`config.mk`:
```
export PLATFORM = sky130hd
export DESIGN_NAME = rtcws_core
export DESIGN_NICKNAME = d
export VERILOG_FILES = /design/src/rtcws_pkg.sv /design/src/rtcws_core.sv
export VERILOG_INCLUDE_DIRS = /design/src
export SDC_FILE = /design/constraint.sdc
export NUM_CORES = 1
export LEC_CHECK = 0
export BUFFER_PORTS_ARGS = -buffer_cell sky130_fd_sc_hd__buf_2
export CORE_ASPECT_RATIO = 0.6
export CORE_MARGIN = 1
export CORE_UTILIZATION = 58
export DETAILED_ROUTE_END_ITERATION = 8
export PLACE_DENSITY = 0.74
export SYNTH_ARGS = -nofsm -noshare
export SYNTH_HDL_FRONTEND = slang
export SYNTH_SLANG_ARGS = --single-unit
```
`constraint.sdc`:
```
create_clock -name CLK -period 18.7 [get_ports CLK]
set_input_delay 1.87 -clock CLK [delete_from_list [all_inputs] [get_ports CLK]]
set_output_delay 1.87 -clock CLK [all_outputs]
set_load 0.02 [all_outputs]
```
`src/rtcws_regs.svh`:
```
// Register offsets, field positions, reset values and timing counts of the RTC supervisor.
// Assumes inclusion by the core module only.
`ifndef RTCWS_REGS_SVH
`define RTCWS_REGS_SVH

// Register offsets inside the timekeeping block.
`define RTCWS_A_HUND 4'h0
`define RTCWS_A_SEC 4'h1
`define RTCWS_A_MIN 4'h2
`define RTCWS_A_HOUR 4'h3
`define RTCWS_A_DOW 4'h4
`define RTCWS_A_DATE 4'h5
`define RTCWS_A_MONTH 4'h6
`define RTCWS_A_YEAR 4'h7
`define RTCWS_A_WDL 4'h8
`define RTCWS_A_WDH 4'h9
`define RTCWS_A_CHG 4'hA
`define RTCWS_A_FLAG 4'hB
`define RTCWS_A_CTRL 4'hC

// Field positions.
`define RTCWS_HR_12H 6
`define RTCWS_HR_PM 5
`define RTCWS_FLAG_OSF 7
`define RTCWS_FLAG_WF 6
`define RTCWS_CTRL_OSC_OFF_ON_BATTERY 7
`define RTCWS_CTRL_WDE 1
`define RTCWS_CTRL_WDRST 0

// Writable bits of the time registers.
`define RTCWS_M_SEC 8'h7F
`define RTCWS_M_DOW 8'h0F
`define RTCWS_M_DATE 8'h3F
`define RTCWS_M_MONTH 8'h3F
`define RTCWS_M_FULL 8'hFF

// BCD limits of the counters.
`define RTCWS_TOP_HUND 8'h99
`define RTCWS_TOP_SEC 8'h59
`define RTCWS_TOP_DOW 8'h07
`define RTCWS_TOP_MONTH 8'h12
`define RTCWS_TOP_YEAR 8'h99
`define RTCWS_LOW_ONE 8'h01
`define RTCWS_LOW_ZERO 8'h00

// Reset values: 01/01/00, day 01, 00:00:00.00.
`define RTCWS_RST_TIME 64'h0001_0101_0000_0000
`define RTCWS_RST_WD 16'h0000
`define RTCWS_RST_BYTE 8'h00

// Hundredths divider of the 4096 Hz base: 24 periods of 41, then one of 40.
`define RTCWS_DIV_LONG 6'h28
`define RTCWS_DIV_SHORT 6'h27
`define RTCWS_DIV_LAST 5'h18

// Supervisor times in 100 Hz ticks.
`define RTCWS_HOLD_TICKS 16'h0014
`define RTCWS_DEB_TICKS 16'h0003
`define RTCWS_OSC_TICKS 16'h0064

`endif
```
`src/rtcws_pkg.sv`:
```
// Types shared by the RTC supervisor core.
// Assumes rtcws_regs.svh is on the include path.
`default_nettype none
package rtcws_pkg;

  // Supervisor states of the reset pin.
  typedef enum logic [1:0] {SV_IDLE, SV_HOLD, SV_DEBOUNCE, SV_WAIT_REL} rtcws_sup_e;

  // Whole state of the core.
  typedef struct packed {
    logic [2:0] tick_sy;
    logic [1:0] pf_sy;
    logic [1:0] bat_sy;
    logic [2:0] pin_sy;
    logic [5:0] div;
    logic [4:0] phase;
    logic [7:0][7:0] tm;
    logic [7:0][7:0] shd;
    logic [15:0] wcnt;
    logic [15:0] wseed;
    logic [7:0] chg;
    logic osc_stop_flag;
    logic wf;
    logic osc_off_on_battery;
    logic wdog_enable;
    logic wdrst;
    logic osc_run;
    rtcws_sup_e sup;
    logic [15:0] scnt;
    logic [7:0] rdata;
  } rtcws_state_s;

endpackage : rtcws_pkg
`default_nettype wire

```
`src/rtcws_core.sv`:
```
// Timekeeping, watchdog and reset supervisor core of a serial RTC.
// Assumes a serial protocol engine on CLK presents byte accesses and start/wrap pulses.
//
// How it works
// - Time registers hold and count in BCD.
// - Date wraps per month length, leap years.
// - Day of week cycles 01 to 07.
// - Hours bit 6 selects 12-hour mode.
// - Hours bit 5 is PM or tens.
// - Watchdog write loads counter and seed.
// - Watchdog read latches count, reloads seed.
// - Enabled nonzero counter decrements each hundredth.
// - Zero written while enabled stays stopped.
// - Disabled watchdog is plain sixteen-bit storage.
// - Expiry may pulse reset and block access.
// - Without reset bit, expiry only flags.
// - Any watchdog access reloads the countdown.
// - Power fail blocks access, holds reset.
// - Oscillator-off bit extends the hold time.
// - No access while reset pin low.
// - Falling pin edge starts debounce drive.
// - Release after debounce gives hold pulse.
// - Oscillator stop flag sticky, write zero.
// - Watchdog alarm flag sticky, write zero.
// - Oscillator stops only on battery.
// - Start or wrap snapshots time.
// - Hundredths tick divides 4096 Hz.
`include "rtcws_regs.svh"
`timescale 1ns/1ps
`default_nettype none

module rtcws_core #(
  parameter logic [15:0] HOLD_TICKS = `RTCWS_HOLD_TICKS,
  parameter logic [15:0] DEB_TICKS = `RTCWS_DEB_TICKS,
  parameter logic [15:0] OSC_TICKS = `RTCWS_OSC_TICKS
) (
  // Clock and reset.
  input wire logic CLK,
  input wire logic RST_N,
  // Analog and crystal side, asynchronous.
  input wire logic OSC_4096,
  input wire logic POWER_FAIL,
  input wire logic ON_BATTERY,
  // Register port from the serial engine.
  input wire logic BUS_START,
  input wire logic PTR_WRAP,
  input wire logic [3:0] REG_ADDR,
  input wire logic REG_WR,
  input wire logic REG_RD,
  input wire logic [7:0] REG_WDATA,
  output logic [7:0] REG_RDATA,
  output logic REG_ACCESS_OK,
  // Open-drain reset pin.
  input wire logic RESET_OUT_N_I,
  output logic RESET_OUT_N_O,
  output logic RESET_OUT_N_OE_N,
  // Trickle charger setting for the analog block.
  output logic [7:0] CHARGER_CONFIG
);

  logic [1:0] rst_sy;
  logic rst_n;
  rtcws_pkg::rtcws_state_s s;
  rtcws_pkg::rtcws_state_s next_s;

  // BCD increment with wrap; returns carry and next value.
  function automatic logic [8:0] bcd_wrap(input logic [7:0] v, input logic [7:0] top,
                                          input logic [7:0] low);
    logic [7:0] r;
    if (v == top)
    begin
      return {1'b1, low};
    end
    r = (v[3:0] == 4'h9) ? {v[7:4] + 4'h1, 4'h0} : v + 8'h01;
    return {1'b0, r};
  endfunction : bcd_wrap

  // Hours step in either format; carry marks midnight.
  function automatic logic [8:0] hour_step(input logic [7:0] h);
    logic [7:0] r;
    logic c;
    r = h;
    c = 1'b0;
    if (h[`RTCWS_HR_12H])
    begin
      if (h[4:0] == 5'h12)
        r[4:0] = 5'h01;
      else if (h[4:0] == 5'h11)
      begin
        r[4:0] = 5'h12;
        r[`RTCWS_HR_PM] = ~h[`RTCWS_HR_PM];
        c = h[`RTCWS_HR_PM];
      end
      else
        r[4:0] = 5'(bcd_wrap({3'h0, h[4:0]}, `RTCWS_TOP_HUND, `RTCWS_LOW_ZERO));
    end
    else if (h[5:0] == 6'h23)
    begin
      r[5:0] = 6'h00;
      c = 1'b1;
    end
    else
      r[5:0] = 6'(bcd_wrap({2'h0, h[5:0]}, `RTCWS_TOP_HUND, `RTCWS_LOW_ZERO));
    return {c, r};
  endfunction : hour_step

  // Last date of a month, leap years judged from the BCD year up to 2099.
  function automatic logic [7:0] month_end(input logic [7:0] m, input logic [7:0] y);
    logic leap;
    leap = y[4] ? (y[3:0] == 4'h2 || y[3:0] == 4'h6)
                : (y[3:0] == 4'h0 || y[3:0] == 4'h4 || y[3:0] == 4'h8);
    unique case (m)
      8'h02: return leap ? 8'h29 : 8'h28;
      8'h04, 8'h06, 8'h09, 8'h11: return 8'h30;
      default: return 8'h31;
    endcase
  endfunction : month_end

  // Four-digit BCD decrement.
  function automatic logic [15:0] bcd_dec16(input logic [15:0] v);
    logic [15:0] r;
    logic b;
    r = v;
    b = 1'b1;
    for (int i = 0; i < 4; i++)
    begin
      if (b)
      begin
        if (r[i*4 +: 4] == 4'h0)
          r[i*4 +: 4] = 4'h9;
        else
        begin
          r[i*4 +: 4] = r[i*4 +: 4] - 4'h1;
          b = 1'b0;
        end
      end
    end
    return r;
  endfunction : bcd_dec16

  // Write mask of each time register; reserved bits stay zero.
  function automatic logic [7:0] time_mask(input logic [3:0] a);
    unique case (a)
      `RTCWS_A_SEC, `RTCWS_A_MIN, `RTCWS_A_HOUR: return `RTCWS_M_SEC;
      `RTCWS_A_DOW: return `RTCWS_M_DOW;
      `RTCWS_A_DATE: return `RTCWS_M_DATE;
      `RTCWS_A_MONTH: return `RTCWS_M_MONTH;
      default: return `RTCWS_M_FULL;
    endcase
  endfunction : time_mask

  // Reset release through two flip-flops.
  always_ff @(posedge CLK or negedge RST_N)
  begin
    if (!RST_N)
      rst_sy <= 2'h0;
    else
      rst_sy <= {rst_sy[0], 1'b1};
  end
  assign rst_n = rst_sy[1];

  logic tick4k;
  logic tick100;
  logic pf;
  logic pin_hi;
  logic blocked;
  logic acc_wr;
  logic acc_rd;
  logic wd_acc;
  logic wd_exp;
  logic [15:0] hold_len;
  logic [15:0] wd_dec;
  logic [8:0] st;

  // Whole next state.
  always_comb
  begin
    next_s = s;
    st = 9'h000;
    // The second stage of each synchroniser feeds logic; tick and pin edges also use the third.
    next_s.tick_sy = {s.tick_sy[1:0], OSC_4096};
    next_s.pf_sy = {s.pf_sy[0], POWER_FAIL};
    next_s.bat_sy = {s.bat_sy[0], ON_BATTERY};
    next_s.pin_sy = {s.pin_sy[1:0], RESET_OUT_N_I};
    tick4k = s.tick_sy[1] & ~s.tick_sy[2];
    pf = s.pf_sy[1];
    pin_hi = s.pin_sy[1];

    // 100 Hz tick: 41 base periods 24 times, then 40 once.
    tick100 = 1'b0;
    if (tick4k)
    begin
      if (s.div == ((s.phase == `RTCWS_DIV_LAST) ? `RTCWS_DIV_SHORT : `RTCWS_DIV_LONG))
      begin
        next_s.div = 6'h00;
        next_s.phase = (s.phase == `RTCWS_DIV_LAST) ? 5'h00 : s.phase + 5'h01;
        tick100 = 1'b1;
      end
      else
        next_s.div = s.div + 6'h01;
    end

    // The crystal only stops on battery with the stop bit set.
    next_s.osc_run = ~(s.osc_off_on_battery & s.bat_sy[1]);
    if (s.osc_run && !next_s.osc_run)
      next_s.osc_stop_flag = 1'b1;

    // Access is refused while the supervisor or the pin says reset.
    blocked = (s.sup != rtcws_pkg::SV_IDLE) | ~pin_hi | pf;
    acc_wr = REG_WR & ~blocked;
    acc_rd = REG_RD & ~blocked;
    wd_acc = (acc_wr | acc_rd) & (REG_ADDR == `RTCWS_A_WDL || REG_ADDR == `RTCWS_A_WDH);

    // Calendar chain, all in BCD.
    if (tick100 && s.osc_run)
    begin
      st = bcd_wrap(s.tm[0], `RTCWS_TOP_HUND, `RTCWS_LOW_ZERO);
      next_s.tm[0] = st[7:0];
      if (st[8])
      begin
        st = bcd_wrap(s.tm[1], `RTCWS_TOP_SEC, `RTCWS_LOW_ZERO);
        next_s.tm[1] = st[7:0];
      end
      if (st[8])
      begin
        st = bcd_wrap(s.tm[2], `RTCWS_TOP_SEC, `RTCWS_LOW_ZERO);
        next_s.tm[2] = st[7:0];
      end
      if (st[8])
      begin
        st = hour_step(s.tm[3]);
        next_s.tm[3] = st[7:0];
      end
      if (st[8])
      begin
        next_s.tm[4][2:0] = 3'(bcd_wrap({5'h00, s.tm[4][2:0]}, `RTCWS_TOP_DOW,
                                        `RTCWS_LOW_ONE));
        st = bcd_wrap(s.tm[5], month_end(s.tm[6], s.tm[7]), `RTCWS_LOW_ONE);
        next_s.tm[5] = st[7:0];
      end
      if (st[8])
      begin
        st = bcd_wrap({3'h0, s.tm[6][4:0]}, `RTCWS_TOP_MONTH, `RTCWS_LOW_ONE);
        next_s.tm[6][4:0] = st[4:0];
      end
      if (st[8])
        next_s.tm[7] = 8'(bcd_wrap(s.tm[7], `RTCWS_TOP_YEAR, `RTCWS_LOW_ZERO));
    end

    // Snapshot for reads, taken from the time before this cycle's step.
    if (BUS_START || PTR_WRAP)
      next_s.shd = s.tm;

    // Watchdog countdown; a zero count is stopped.
    wd_dec = bcd_dec16(s.wcnt);
    wd_exp = 1'b0;
    if (tick100 && s.wdog_enable && s.wcnt != 16'h0000 && !wd_acc)
    begin
      next_s.wcnt = wd_dec;
      wd_exp = (wd_dec == 16'h0000);
    end

    // Register reads: the answer byte is latched here.
    if (acc_rd)
    begin
      unique case (REG_ADDR)
        `RTCWS_A_HUND, `RTCWS_A_SEC, `RTCWS_A_MIN, `RTCWS_A_HOUR,
        `RTCWS_A_DOW, `RTCWS_A_DATE, `RTCWS_A_MONTH, `RTCWS_A_YEAR:
          next_s.rdata = s.shd[REG_ADDR[2:0]];
        `RTCWS_A_WDL: next_s.rdata = s.wcnt[7:0];
        `RTCWS_A_WDH: next_s.rdata = s.wcnt[15:8];
        `RTCWS_A_CHG: next_s.rdata = s.chg;
        `RTCWS_A_FLAG: next_s.rdata = {s.osc_stop_flag, s.wf, 6'h00};
        `RTCWS_A_CTRL: next_s.rdata = {s.osc_off_on_battery, 5'h00, s.wdog_enable, s.wdrst};
        default: next_s.rdata = `RTCWS_RST_BYTE;
      endcase
      if (wd_acc)
        next_s.wcnt = s.wseed;
    end

    // Register writes; a write to a time byte overrides its count step.
    if (acc_wr)
    begin
      unique case (REG_ADDR)
        `RTCWS_A_WDL:
        begin
          next_s.wseed[7:0] = REG_WDATA;
          next_s.wcnt = {s.wseed[15:8], REG_WDATA};
        end
        `RTCWS_A_WDH:
        begin
          next_s.wseed[15:8] = REG_WDATA;
          next_s.wcnt = {REG_WDATA, s.wseed[7:0]};
        end
        `RTCWS_A_CHG: next_s.chg = REG_WDATA;
        `RTCWS_A_FLAG:
        begin
          next_s.osc_stop_flag = s.osc_stop_flag & REG_WDATA[`RTCWS_FLAG_OSF];
          next_s.wf = s.wf & REG_WDATA[`RTCWS_FLAG_WF];
        end
        `RTCWS_A_CTRL:
        begin
          next_s.osc_off_on_battery = REG_WDATA[`RTCWS_CTRL_OSC_OFF_ON_BATTERY];
          next_s.wdog_enable = REG_WDATA[`RTCWS_CTRL_WDE];
          next_s.wdrst = REG_WDATA[`RTCWS_CTRL_WDRST];
        end
        default:
          if (!REG_ADDR[3])
            next_s.tm[REG_ADDR[2:0]] = REG_WDATA & time_mask(REG_ADDR);
      endcase
    end

    // Hardware sets come last so that a set wins over a clear.
    if (s.osc_run && !next_s.osc_run)
      next_s.osc_stop_flag = 1'b1;
    if (wd_exp)
      next_s.wf = 1'b1;

    // Reset pin supervisor; the hold grows by the start-up time when the crystal may stop.
    hold_len = HOLD_TICKS + (s.osc_off_on_battery ? OSC_TICKS : 16'h0000);
    unique case (s.sup)
      rtcws_pkg::SV_IDLE:
      begin
        if (pf || (wd_exp && s.wdrst))
        begin
          next_s.sup = rtcws_pkg::SV_HOLD;
          next_s.scnt = hold_len;
        end
        else if (s.pin_sy[2] && !pin_hi)
        begin
          next_s.sup = rtcws_pkg::SV_DEBOUNCE;
          next_s.scnt = DEB_TICKS;
        end
      end
      rtcws_pkg::SV_HOLD:
      begin
        if (pf)
          next_s.scnt = hold_len;
        else if (tick100)
        begin
          if (s.scnt == 16'h0000)
            next_s.sup = rtcws_pkg::SV_IDLE;
          else
            next_s.scnt = s.scnt - 16'h0001;
        end
      end
      rtcws_pkg::SV_DEBOUNCE:
      begin
        if (pf)
        begin
          next_s.sup = rtcws_pkg::SV_HOLD;
          next_s.scnt = hold_len;
        end
        else if (tick100)
        begin
          if (s.scnt == 16'h0000)
            next_s.sup = rtcws_pkg::SV_WAIT_REL;
          else
            next_s.scnt = s.scnt - 16'h0001;
        end
      end
      rtcws_pkg::SV_WAIT_REL:
      begin
        // The pin is released here, so a high level means the button let go.
        if (pf || pin_hi)
        begin
          next_s.sup = rtcws_pkg::SV_HOLD;
          next_s.scnt = hold_len;
        end
      end
    endcase
  end

  // State register; power-up values stand in for first application of power.
  always_ff @(posedge CLK or negedge rst_n)
  begin
    if (!rst_n)
    begin
      s <= '0;
      s.tm <= `RTCWS_RST_TIME;
      s.shd <= `RTCWS_RST_TIME;
      s.wcnt <= `RTCWS_RST_WD;
      s.wseed <= `RTCWS_RST_WD;
      s.osc_stop_flag <= 1'b1;
      s.wdrst <= 1'b0;
      s.osc_off_on_battery <= 1'b0;
      s.osc_run <= 1'b1;
      s.pin_sy <= 3'h7;
      s.sup <= rtcws_pkg::SV_IDLE;
    end
    else
      s <= next_s;
  end

  // Outputs; the pin is only ever pulled low.
  assign REG_RDATA = s.rdata;
  assign REG_ACCESS_OK = ~blocked;
  assign RESET_OUT_N_O = 1'b0;
  assign RESET_OUT_N_OE_N = ~(s.sup == rtcws_pkg::SV_HOLD || s.sup == rtcws_pkg::SV_DEBOUNCE);
  assign CHARGER_CONFIG = s.chg;

endmodule : rtcws_core
`default_nettype wire

```
==> results by group, run 1 <==
Global routing
  – Largest net degree at the start of global routing: 81
  – Global route hottest layer: met1
  – Vias in the first global route: roughly 9000
  – First-pass GRT wire length: around 52000 µm
  – Initial antenna violation count: 0
  – Gr usage total: 30.8%
  – Remaining Overflow, GRT: 0
  – Met1 usage: 50.2%
  – Met2 usage: 40.1%
  – Met3 Track Usage GR: under 10%

Worst setup path
  – WP buf/inv: 1
  – CP max-delay cell: or4b_1
  – Crit-path cells: buf_2 > nor2_1 > o211ai_1 > nand4_1 > or4b_1 > a31oi_1
  – CP arrival: roughly 4.5 ns
  – Startpoint Class: primary input
  – Data required time of the worst path: ~19 ns
  – Crit-path max cell delay: around 0.7 ns
  – Crit-path leading delay family: simple AND/OR/NAND/NOR gates
  – Crit end category: flip-flop
  – Crit Path Class: in2reg
  – Crit-path max FO: 37

Clocking
  – Clk root buf: clkbuf_16
  – Reg clk slew, reported paths: approximately 0.07 ns
  – Hold Buf Count CTS: 0
  – CTS Buf Count: 22
  – Setup bufs post-CTS: 0
  – Clock latency at the later pin of the worst-skew pair: approximately 0.52 ns
  – TritonCTS clock tree: done
  – CTS sink count: around 220
  – H-Tree Depth: 1
  – CTS resizes: 0
  – CTS Buffer Depth: 3

Run
  – Max-cap violations: 0

Logic synthesis
  – Post-synthesis sequential area ratio: 45.1%
  – Yosys reg bits: approximately 220
  – Syn Nets: roughly 1300
  – Netlist cell types: between 80 and 90
  – Most frequent cells after synthesis: dfrtp_1 (212), nand2_1 (143), nor2_1 (102)
  – Top cells by area, synth: dfrtp_1 (43%), mux2_2 (6.9%), nand2_1 (4.3%), o21ai_0 (3.7%), nor2_1 (3.1%)
  – Number of enable flip-flop cells after synthesis: 0
  – Ys Warns: 0
  – Post-Synthesis Cells: ~1300
  – Syn Area/Cell: 9.71 µm²
  – Top cell type's share of synthesized area: 42.8%
  – Share of async-settable or async-resettable flops after synthesis: 100%
  – Ys flop type: dfrtp_1
  – Most common cell in the synthesized netlist: dfrtp_1
  – Leading area contributor after synthesis: dfrtp_1
  – Post-synthesis instance area: 12400 µm²

Timing
  – RSZ-0062 raised after global routing: no
  – Final slew viol count: 0
  – Worst slew pin tran: 1.12 ns
  – Final setup viols: 0
  – Worst Skew: 0.0237 ns
  – Slew headroom: between 20% and 30%
  – Part of the cycle the worst path needs: approximately 22%
  – Post-Route Setup TNS: 0 ns
  – Final hold vios: 0
  – Final hold slack: about 0.35 ns
  – Clock period minus worst slack: between 4 and 5 ns
  – Fmax: between 200 and 250 MHz

Min path
  – Hold Crit Class: reg2reg

Power and ir drop
  – Power Density: between 100 and 150 nW/µm²
  – Worst IR Drop VDD: ~0.076 mV
  – Overall power: ~1.5 mW
  – Leakage: around 5.6 nW

Route
  – Antenna Violating Nets Remaining: 0
  – Post-Route WL: roughly 33000 µm
  – DR vias: ~10000
  – DR vias/cell: about 6.5
  – 1st-pass router iterations: 6
  – DR WL/cell: between 20 and 25 µm
  – DRC: 0
  – Initial DRC Count: 1303

Finish
  – Reg area: between 5000 and 6000 µm²
  – Final nets: around 1300
  – Fill count: 1697
  – Post-route insts no fill: between 1500 and 2000
  – Area occupied by multi-input gates: around 6300 µm²
  – Share of layout cells above drive strength 1: 16.6%
  – Final Cell Area: 13300 µm²
  – N_diodes: 0
  – Synth-to-layout area growth: 7.63%

Die
  – Die W: between 150 and 200 µm
  – Die Ht: between 100 and 150 µm
  – Core Rows: between 40 and 50
  – Die area: ~22000 µm²
  – CORE AREA: approximately 21000 µm²
  – Initial Utilization: 59.1%
  – Top-Level Pins: 41

Status
  – Outcome: completed

Placement
  – Number of instances in the placed design: 1515
  – RD Place Congestion: 0.906
  – Hpwl dp: approximately 23000 µm
  – Placed cell area: 12600 µm²
  – Port bufs: 39
## cell type report
| type | count | share of cell area, % |
|---|---|---|
| Inverter | 37 | 1.04 |
| Clock inverter | 12 | 1.08 |
| Sequential cell | 223 | 41.9 |
| Tap cell | 279 | 2.62 |
| Multi-Input combinational cell | 931 | 47.0 |
| Timing Repair Buffer | 45 | 1.80 |
| Clock buffer | 28 | 4.53 |
## metrics by stage
stage,worst slack [ns],util (%)
after floorplan,12.04,-
after global placement,14.45,60.0
after detailed placement,14.27,60.0
after CTS,14.79,63.6
after global routing,14.49,63.6
final,14.64,63.6
## metal layers
layer  part of all wire [%]  wire length, µm
met1                     48            16100
met4                    2.0              674
met5                      0                0
met3                     10             3480
met2                     39            13200
## where the power goes
| group | switching, mW | total (mW) | internal, mW |
|---|---|---|---|
| Sequential | 0.117 | 0.689 | 0.572 |
| Combinational | 0.222 | 0.389 | 0.168 |
| Clock | 0.195 | 0.467 | 0.272 |
| Total | 0.534 | 1.55 | 1.01 |
## cell usage in the layout (no fill, tap or decap), drive strengths merged, types with 10 or more instances in the layout
master	count
o22ai	10
buf	45
nand2	143
dfrtp	212
and2	12
nor2	102
or3	13
o31ai	10
or4	11
a21oi	72
nand2b	11
nand4	15
mux2i	23
nand3	25
nor2b	20
o21ai	122
xor2	10
a22oi	12
dfstp	11
o211ai	11
clkbuf	28
mux4	17
ha	30
nand3b	10
nor3	27
nor4	16
inv	38
a31oi	26
mux2	76
## path summary, 6_finish.rpt
path,from,to,slack [ns],cells after the start
max in group asynchronous,rst_sy[1],s[9],16.62,1
max reg2reg,s[137],s[188],14.69,9
max,REG_ADDR[1],s[58],14.64,6
min in group asynchronous,rst_sy[1],s[195],0.49,0
min,next_s[215],s[215],0.35,0
min reg2reg,next_s[215],s[215],0.35,0
## cells by family after synthesis
family	count (synthesis)	share of synthesized area (%)
AO/OA/AOI/OAI	317	15.8
XOR/XNOR	19	1.34
adder cells (fa/ha/maj)	30	3.03
buffers and inverters	123	4.37
flip-flops	223	45.1
multiplexers	116	11.8
other	2	0.0606
AND/OR/NAND/NOR	447	18.4
## state kept, by name, summed over array words and instances (netlist names)
signal	cells
CHARGER_CONFIG	8
REG_RDATA	8
next_s	6
pf	1
rst_sy	2
s	198
No activity file was read; power rests on OpenSTA's default activity.
==> run 2: changes to the inputs <==
--- a/config.mk
+++ b/config.mk
@@ -6,6 +6,7 @@
 export SDC_FILE = /design/constraint.sdc
 export NUM_CORES = 1
 export LEC_CHECK = 0
+export ABC_AREA = 1
 export BUFFER_PORTS_ARGS = -buffer_cell sky130_fd_sc_hd__buf_2
 export CORE_ASPECT_RATIO = 0.6
 export CORE_MARGIN = 1
==> constraint.sdc (replaced) <==
create_clock -name CLK -period 4.2 [get_ports CLK]
set_input_delay 0.42 -clock CLK [delete_from_list [all_inputs] [get_ports CLK]]
set_output_delay 0.42 -clock CLK [all_outputs]
set_load 0.02 [all_outputs]
==> run 2 against run 1 <==
Global-route usage up 2.3 points. Sequential power rose to 3.5 times the previous value. Largest power group unchanged. Synthesized area up 0.97%. Combinational power rose to 2.7 times the previous value. Hold slack worse by 0.17 ns. Die area up 0.96%.
==> results by group, run 2 <==
Power and ir drop
  – Power Density: 408 nW/µm² (was 116 nW/µm²)
  – Switching portion of total power: 31.5% (was 34.5%)
  – Worst IR Drop VDD: 0.354 mV (was 0.0764 mV)
  – Psw: 1.75 mW (was 534 µW)
  – Leakage: 6.58 nW (was 5.59 nW)
  – Comb pwr share: 19.1% (was 25.2%)
  – Int Pwr: 3.81 mW (was 1.01 mW)
  – Clock power frac: 37.4% (was 30.2%)
  – Seq pwr share: 43.4% (was 44.6%)

Logic synthesis
  – Simple-gate portion of the synthesized area: 24.6% (was 18.4%)
  – Ys Warns: 0 (unchanged)
  – Mux share of post-synthesis cell area: 0.180% (was 11.8%)
  – Post-Synthesis Cells: 1611 (was 1277)
  – Adder-Cell Fraction of Synth Area: 3.00% (was 3.03%)
  – Post-synthesis xor/xnor area fraction: 1.47% (was 1.34%)
  – Post-synthesis sequential area ratio: 44.7% (was 45.1%)
  – Largest family of logic cells by synthesized area: simple AND/OR/NAND/NOR gates (unchanged)
  – Ys flop type: dfrtp_1 (unchanged)
  – Share of async-settable or async-resettable flops after synthesis: 100% (unchanged)
  – Most common cell in the synthesized netlist: nand2_1 (was dfrtp_1)
  – Leading area contributor after synthesis: dfrtp_1 (unchanged)
  – Most frequent cells after synthesis: nand2_1 (362), dfrtp_1 (212), inv_1 (212) (was dfrtp_1 (212), nand2_1 (143), nor2_1 (102))
  – Syn Area/Cell: 7.77 µm² (was 9.71 µm²)
  – Top cells by area, synth: dfrtp_1 (42%), nand2_1 (11%), o21ai_0 (7.7%), inv_1 (6.4%), nand3_1 (4.0%) (was dfrtp_1 (43%), mux2_2 (6.9%), nand2_1 (4.3%), o21ai_0 (3.7%), nor2_1 (3.1%))
  – Top cell type's share of synthesized area: 42.4% (was 42.8%)
  – Netlist cell types: 58 (was 82)
  – Syn Nets: 1663 (was 1329)
  – Number of enable flip-flop cells after synthesis: 0 (unchanged)
  – Post-synthesis compound-gate area fraction: 16.9% (was 15.8%)
  – Post-synthesis instance area: 12500 µm² (was 12400 µm²)
  – Yosys reg bits: 223 (unchanged)

Worst setup path
  – Crit-path cells: inv_1 > ha_1 > nand2_1 > nor2_1 > nand2_1 > nor2_1 > inv_1 > nor2_1 > inv_1 > o2111ai_1 (was buf_2 > nor2_1 > o211ai_1 > nand4_1 > or4b_1 > a31oi_1)
  – WP buf/inv: 3 (was 1)
  – CP max-delay cell: nor2_1 (was or4b_1)
  – Crit Path Class: reg2reg (was in2reg)
  – Crit-path leading delay family: simple AND/OR/NAND/NOR gates (unchanged)
  – Startpoint Class: flip-flop (was primary input)
  – Crit-path max FO: 13 (was 37)
  – CP arrival: 3.40 ns (was 4.48 ns)
  – Data required time of the worst path: 4.65 ns (was 19.12 ns)
  – Crit-path max cell delay: 0.52 ns (was 0.72 ns)
  – Crit end category: flip-flop (unchanged)

Clocking
  – Reg clk slew, reported paths: 0.07 ns (about the same)
  – CTS sink count: 223 (unchanged)
  – Clk root buf: clkbuf_16 (unchanged)
  – CTS Buffer Depth: 3 (unchanged)
  – TritonCTS clock tree: done (unchanged)
  – CTS Buf Count: 22 (unchanged)
  – CTS resizes: 0 (unchanged)
  – Clock latency at the later pin of the worst-skew pair: 0.53 ns (was 0.52 ns)
  – H-Tree Depth: 1 (unchanged)
  – Setup bufs post-CTS: 0 (unchanged)

Die
  – Core Rows: 41 (unchanged)
  – Initial Utilization: 59.4% (was 59.1%)
  – Die Ht: 116 µm (was 115 µm)
  – Top-Level Pins: 41 (unchanged)
  – Die area: 22200 µm² (was 22000 µm²)
  – CORE AREA: 21100 µm² (was 21000 µm²)
  – Die W: 192 µm (was 191 µm)

Finish
  – Largest register FFs: 198 (unchanged)
  – Final nets: 1683 (was 1312)
  – Share of layout cells above drive strength 1: 9.17% (was 16.6%)
  – Synth-to-layout area growth: 9.00% (was 7.63%)
  – N_diodes: 0 (unchanged)
  – Most common cell after layout, fill and taps aside: nand2_1 (was dfrtp_1)
  – Most frequent cells in the layout: nand2_1 (362), inv_1 (212), dfrtp_1 (211) (was dfrtp_1 (211), nand2_1 (143), nor2_1 (101))
  – Final design utilization: 64.7% (was 63.6%)
  – Top reg by flops: s (unchanged)

Timing
  – Worst Skew: 0.0260 ns (was 0.0237 ns)
  – RSZ-0062 raised after global routing: no (unchanged)
  – Final setup viols: 0 (unchanged)
  – Slew headroom: 34.7% (was 24.8%)
  – Worst slew pin tran: 0.977 ns (was 1.12 ns)
  – Clock period minus worst slack: ~3.0 ns
  – Final slew viol count: 0 (unchanged)
  – Fmax: roughly 340 MHz
  – Post-Route Setup TNS: 0 ns (unchanged)
  – Final hold vios: 0 (unchanged)
  – Part of the cycle the worst path needs: 70.4%

Route
  – Post-Route WL: 35900 µm (was 33400 µm)
  – DR WL/cell: 18.6 µm (was 21.5 µm)
  – DR vias: 11300 (was 10000)
  – DR vias/cell: 5.88 (was 6.46)
  – 1st-pass router iterations: 6 (unchanged)
  – Initial DRC Count: 1555 (was 1303)
  – Antenna Violating Nets Remaining: 0 (unchanged)
  – DRC: 0 (unchanged)

Global routing
  – Largest net degree at the start of global routing: 132 (was 81)
  – Gr usage total: 33.1% (was 30.8%)
  – Remaining Overflow, GRT: 0 (unchanged)
  – Vias in the first global route: 10200 (was 9084)
  – First-pass GRT wire length: 56100 µm (was 52000 µm)
  – Initial antenna violation count: 0 (unchanged)

Min path
  – Hold Crit Class: in2reg (was reg2reg)

Placement
  – Hpwl dp: 26300 µm (was 23400 µm)
  – RD Place Congestion: 0.998 (was 0.906)
  – Port bufs: 39 (unchanged)

Run
  – Max-cap violations: 0 (unchanged)

Status
  – Outcome: completed (unchanged)
[run 2: layout make-up]
| class | instances | area (µm²) |
|---|---|---|
| timing repair buffer | 51 | 323 |
| multi-input combinational | 1112 | 5790 |
| clock buffer | 31 | 646 |
| tap | 279 | 349 |
| sequential | 223 | 5600 |
| fill | 1835 | 7440 |
| clock inverter | 9 | 109 |
| inverter | 221 | 832 |
[run 2: routing by layer]
layer | up-vias | part of all wire (%) | GRT usage [%]
met4 | 0 | 1.6 | 5.87
met2 | 591 | 38 | 43.9
li1 | 5367 | - | -
met3 | 51 | 13 | 10.7
met1 | 5322 | 47 | 52.0
met5 | - | 0 | 0
[run 2: worst paths after layout]
| check | startpoint | end | slack, ns | cells after the start |
|---|---|---|---|---|
| setup / recovery | s[24] | s[67] | 1.24 | 10 |
| hold / removal | REG_WDATA[5] | s[53] | 0.18 | 3 |
| setup reg to reg | s[24] | s[67] | 1.24 | 10 |
| hold reg to reg | rst_sy[1] | s[119] | 0.35 | 0 |
| max in group asynchronous | rst_sy[1] | s[11] | 2.69 | 1 |
| min in group asynchronous | RST_N | rst_sy[0] | 0.21 | 2 |
[run 2: timing repair]
| action | 4_1_cts | 5_1_grt |
|---|---|---|
| hold endpoints to repair | 6 | 0 |
| hold buffers | 5 | 0 |
| endpoints found under the setup margin | 0 | 0 |
[run 2: metrics by stage]
stage          instances  instance area (µm²)  hold slack (ns)  worst slack (ns)  total power [mW]
5_1_grt             1926                13600            0.210             0.985              5.82
2_1_floorplan       1611                12500            0.124             0.544              3.22
3_5_place_dp        1881                12800            0.210              1.36              3.49
3_3_place_gp        1881                12800            0.206              1.41              3.47
4_1_cts             1926                13600            0.182              1.35              5.56
6_report            1926                13600            0.184              1.24              5.56
[run 2: power by group through the flow]
stage | clock network (mW) | registers [mW] | logic, mW
3_5_place_dp | 0 | 2.45 | 1.04
6_report | 2.08 | 2.42 | 1.06
4_1_cts | 2.10 | 2.41 | 1.05
2_1_floorplan | 0 | 2.43 | 0.793
3_3_place_gp | 0 | 2.45 | 1.03
5_1_grt | 2.19 | 2.43 | 1.19
[run 2: tightest hold or removal path, stage by stage]
cell	delay (ns)
buf_2	0.12
nand2_1	0.07
o21ai_0	0.06
[run 2: cells by family (layout without fill, tap and decap cells)]
logic type	count (synthesis)	in the layout
buffers and inverters	276	312
flip-flops	223	223
multiplexers	2	2
XOR/XNOR	21	21
adder cells (fa/ha/maj)	30	30
other	2	2
AND/OR/NAND/NOR	690	690
AO/OA/AOI/OAI	367	367
==> run 3: changes to the inputs <==
--- a/config.mk
+++ b/config.mk
@@ -10,9 +10,9 @@
 export BUFFER_PORTS_ARGS = -buffer_cell sky130_fd_sc_hd__buf_2
 export CORE_ASPECT_RATIO = 0.6
 export CORE_MARGIN = 1
-export CORE_UTILIZATION = 58
+export CORE_UTILIZATION = 57
 export DETAILED_ROUTE_END_ITERATION = 8
-export PLACE_DENSITY = 0.74
+export PLACE_DENSITY = 0.76
 export SYNTH_ARGS = -nofsm -noshare
 export SYNTH_HDL_FRONTEND = slang
 export SYNTH_SLANG_ARGS = --single-unit
==> constraint.sdc (replaced) <==
create_clock -name CLK -period 2.6 [get_ports CLK]
set_input_delay 0.26 -clock CLK [delete_from_list [all_inputs] [get_ports CLK]]
set_output_delay 0.26 -clock CLK [all_outputs]
set_load 0.02 [all_outputs]
==> run 3 against run 2 <==
Fmax rose by 23%. Sequential cell count unchanged. Sequential share of layout area decreased by 1.3 points. Core utilization grew 1.5 points. Critical path type unchanged. First-iteration DRC count down 6.7%. Die area rose by 1.7%. Critical path depth is 3 higher. Register-to-register slack got worse by 1.1 ns. Count of clock-buffer cells in the layout up 2. Sequential power increased by 61%. Final cell count is 2.3% higher. The run now ends with DRC left. Clock power grew 59%.
==> results by group, run 3 (same netlist as run 2, synthesis figures left out) <==
Power and ir drop
  – Comb pwr share: 20.3% (was 19.1%)
  – Leakage: 6.81 nW (was 6.58 nW)
  – Worst IR Drop VDD: 0.400 mV (was 0.354 mV)
  – Switching portion of total power: 31.4% (was 31.5%)
  – Power Density: 641 nW/µm² (was 408 nW/µm²)
  – Overall power: 9.03 mW (was 5.56 mW)
  – Psw: 2.84 mW (was 1.75 mW)
  – Clock power frac: 36.6% (was 37.4%)
  – Seq pwr share: 43.1% (was 43.4%)
  – Int Pwr: 6.20 mW (was 3.81 mW)

Route
  – DRC: 4 (was 0)
  – 1st-pass router iterations: 8 (was 6)
  – Antenna Violating Nets Remaining: 0 (unchanged)
  – Initial DRC Count: 1451 (was 1555)
  – Post-Route WL: 36600 µm (was 35900 µm)
  – DR WL/cell: 18.6 µm (about the same)
  – DR vias: 11600 (was 11300)
  – DR vias/cell: 5.89 (was 5.88)

Finish
  – N_diodes: 0 (unchanged)
  – Most frequent cells in the layout: nand2_1 (361), dfrtp_1 (211), inv_1 (211) (was nand2_1 (362), inv_1 (212), dfrtp_1 (211))
  – Largest register FFs: 198 (unchanged)
  – Reg area: 5600 µm² (unchanged)
  – Most common cell after layout, fill and taps aside: nand2_1 (unchanged)
  – Share of layout cells above drive strength 1: 11.6% (was 9.17%)
  – Top reg by flops: s (unchanged)
  – Final nets: 1728 (was 1683)
  – Fill count: 1742 (was 1835)
  – Area occupied by multi-input gates: 5850 µm² (was 5790 µm²)
  – Synth-to-layout area growth: 12.6% (was 9.00%)

Timing
  – Worst Skew: 0.0184 ns (was 0.0260 ns)
  – Final worst slack: 0.191 ns (was 1.24 ns)
  – Final setup viols: 0 (unchanged)
  – RSZ-0062 raised after global routing: yes (was no)
  – Clock period minus worst slack: 2.41 ns (was 2.96 ns)
  – Worst slew pin tran: 0.741 ns (was 0.977 ns)
  – Fmax: 415 MHz (was 338 MHz)
  – Final slew viol count: 0 (unchanged)
  – Final hold slack: 0.0223 ns (was 0.184 ns)
  – Slew headroom: 50.2% (was 34.7%)
  – Final hold vios: 0 (unchanged)
  – Post-Route Setup TNS: 0 ns (unchanged)
  – Part of the cycle the worst path needs: 92.6% (was 70.4%)

Worst setup path
  – Worst setup startpoint: s[137] (was s[24])
  – Crit-path max FO: 7 (was 13)
  – Crit end category: flip-flop (unchanged)
  – End point of the critical path: s[182] (was s[67])
  – CP arrival: 2.84 ns (was 3.40 ns)
  – Startpoint Class: flip-flop (unchanged)
  – Reg2reg start: s[137] (was s[24])
  – Worst reg2reg setup slack: 0.19 ns (was 1.24 ns)
  – Crit Path Class: reg2reg (unchanged)
  – Data required time of the worst path: 3.03 ns (was 4.65 ns)
  – R2r endpoint: s[182] (was s[67])
  – Worst reg2reg path depth: 13 (was 10)

Min path
  – Min-Delay Path Depth: 3 (unchanged)
  – Hold Crit Class: in2reg (unchanged)

Placement
  – Port bufs: 39 (unchanged)
  – RD Place Congestion: 1.02 (was 0.998)
  – Hpwl dp: 27000 µm (was 26300 µm)
  – Pre-CTS setup slack: 0.0569 ns (was 1.36 ns)

Global routing
  – Gr usage total: 32.8% (was 33.1%)
  – Initial antenna violation count: 0 (unchanged)
  – Vias in the first global route: 10300 (was 10200)
  – Largest net degree at the start of global routing: 44 (was 132)
  – Remaining Overflow, GRT: 0 (unchanged)
  – First-pass GRT wire length: 57400 µm (was 56100 µm)

Status
  – Failing checks: DRC
  – Outcome: finished, violations left (was completed)

Die
  – Top-Level Pins: 41 (unchanged)
  – CORE AREA: 21300 µm² (was 21100 µm²)
  – Initial Utilization: 58.8% (was 59.4%)
  – Die area: 22600 µm² (was 22200 µm²)
  – Die Ht: 117 µm (was 116 µm)
  – Core Rows: 41 (unchanged)
  – Die W: 193 µm (was 192 µm)

Clocking
  – TritonCTS clock tree: done (unchanged)
  – CTS sink count: 223 (unchanged)
  – Clock latency at the later pin of the worst-skew pair: 0.53 ns (about the same)
  – Reg clk slew, reported paths: 0.07 ns (about the same)
  – CTS Buf Count: 22 (unchanged)
  – Clk root buf: clkbuf_16 (unchanged)
  – CTS Buffer Depth: 3 (unchanged)
  – H-Tree Depth: 1 (unchanged)

Run
  – Max-cap violations: 0 (unchanged)
==> run 3: changes by cell type in the layout (fill, tap and decap cells not counted), sizes merged <==
| cell | delta |
|---|---|
| buf | +44 |
| inv | -3 |
| clkbuf | +2 |
| nand3 | +1 |
==> run 3: metrics by stage <==
stage | instances | area [µm²] | utilization (%)
4_1_cts | 1965 | 14000 | 65.8
3_5_place_dp | 1920 | 13200 | 62.1
2_1_floorplan | 1611 | 12500 | -
3_3_place_gp | 1920 | 13200 | 62.1
5_1_grt | 1970 | 14100 | 66.2
6_report | 1970 | 14100 | 66.2
==> run 3: timing repair <==
action / CTS / global route
setup endpoints to repair: 1 / 48
hold buffers: 5 / 0
pin swaps: 1 / 8
gates cloned: 0 / 1
endpoints found under the hold margin: 6 / 0
gates resized for setup: 0 / 9
setup buffers: 1 / 4
==> run 3: critical path, stage by stage, from the launching register on <==
cell and delay [ns]:
dfrtp_1 0.42, inv_1 0.11, ha_1 0.17, nand3_2 0.14, nor2_4 0.19, nand2_2 0.10, nor2_2 0.16, nand3_1 0.19
nor2_2 0.17, buf_4 0.17, nand2_1 0.12, inv_1 0.10, a21oi_1 0.06, nor3_1 0.19
==> run 3: layer usage <==
layer,up-vias,wire length (µm),track usage (%)
met5,-,0,0
met4,0,639,7.36
li1,5457,-,-
met3,52,4470,9.14
met2,595,14200,44.3
met1,5495,17300,51.2
==> run 3: final cells by class <==
| class | instances | share of cell area [%] |
|---|---|---|
| Inverter | 221 | 5.93 |
| Clock inverter | 6 | 0.568 |
| Multi-Input combinational cell | 1113 | 41.5 |
| Timing Repair Buffer | 95 | 5.25 |
| Tap cell | 279 | 2.48 |
| Clock buffer | 33 | 4.63 |
| Sequential cell | 223 | 39.7 |
==> run 3: power by group through the flow <==
stage / logic [mW] / clock network [mW] / registers [mW]
after floorplan: 1.28 / 0 / 3.92
after global placement: 1.71 / 0 / 3.95
after detailed placement: 1.74 / 0 / 3.95
after CTS: 1.76 / 3.34 / 3.89
after global routing: 2.06 / 3.47 / 3.91
final: 1.83 / 3.31 / 3.89
==> run 3: worst min-delay path by stage <==
stage | slack [ns] | start | to
floorplan | -0.04 | RST_N | rst_sy[0]
global placement | 0.05 | RST_N | rst_sy[0]
detailed placement | 0.05 | RST_N | rst_sy[0]
CTS | 0.01 | REG_WDATA[5] | s[53]
global route | 0.03 | REG_WDATA[5] | s[53]
finish | 0.02 | REG_WDATA[5] | s[53]
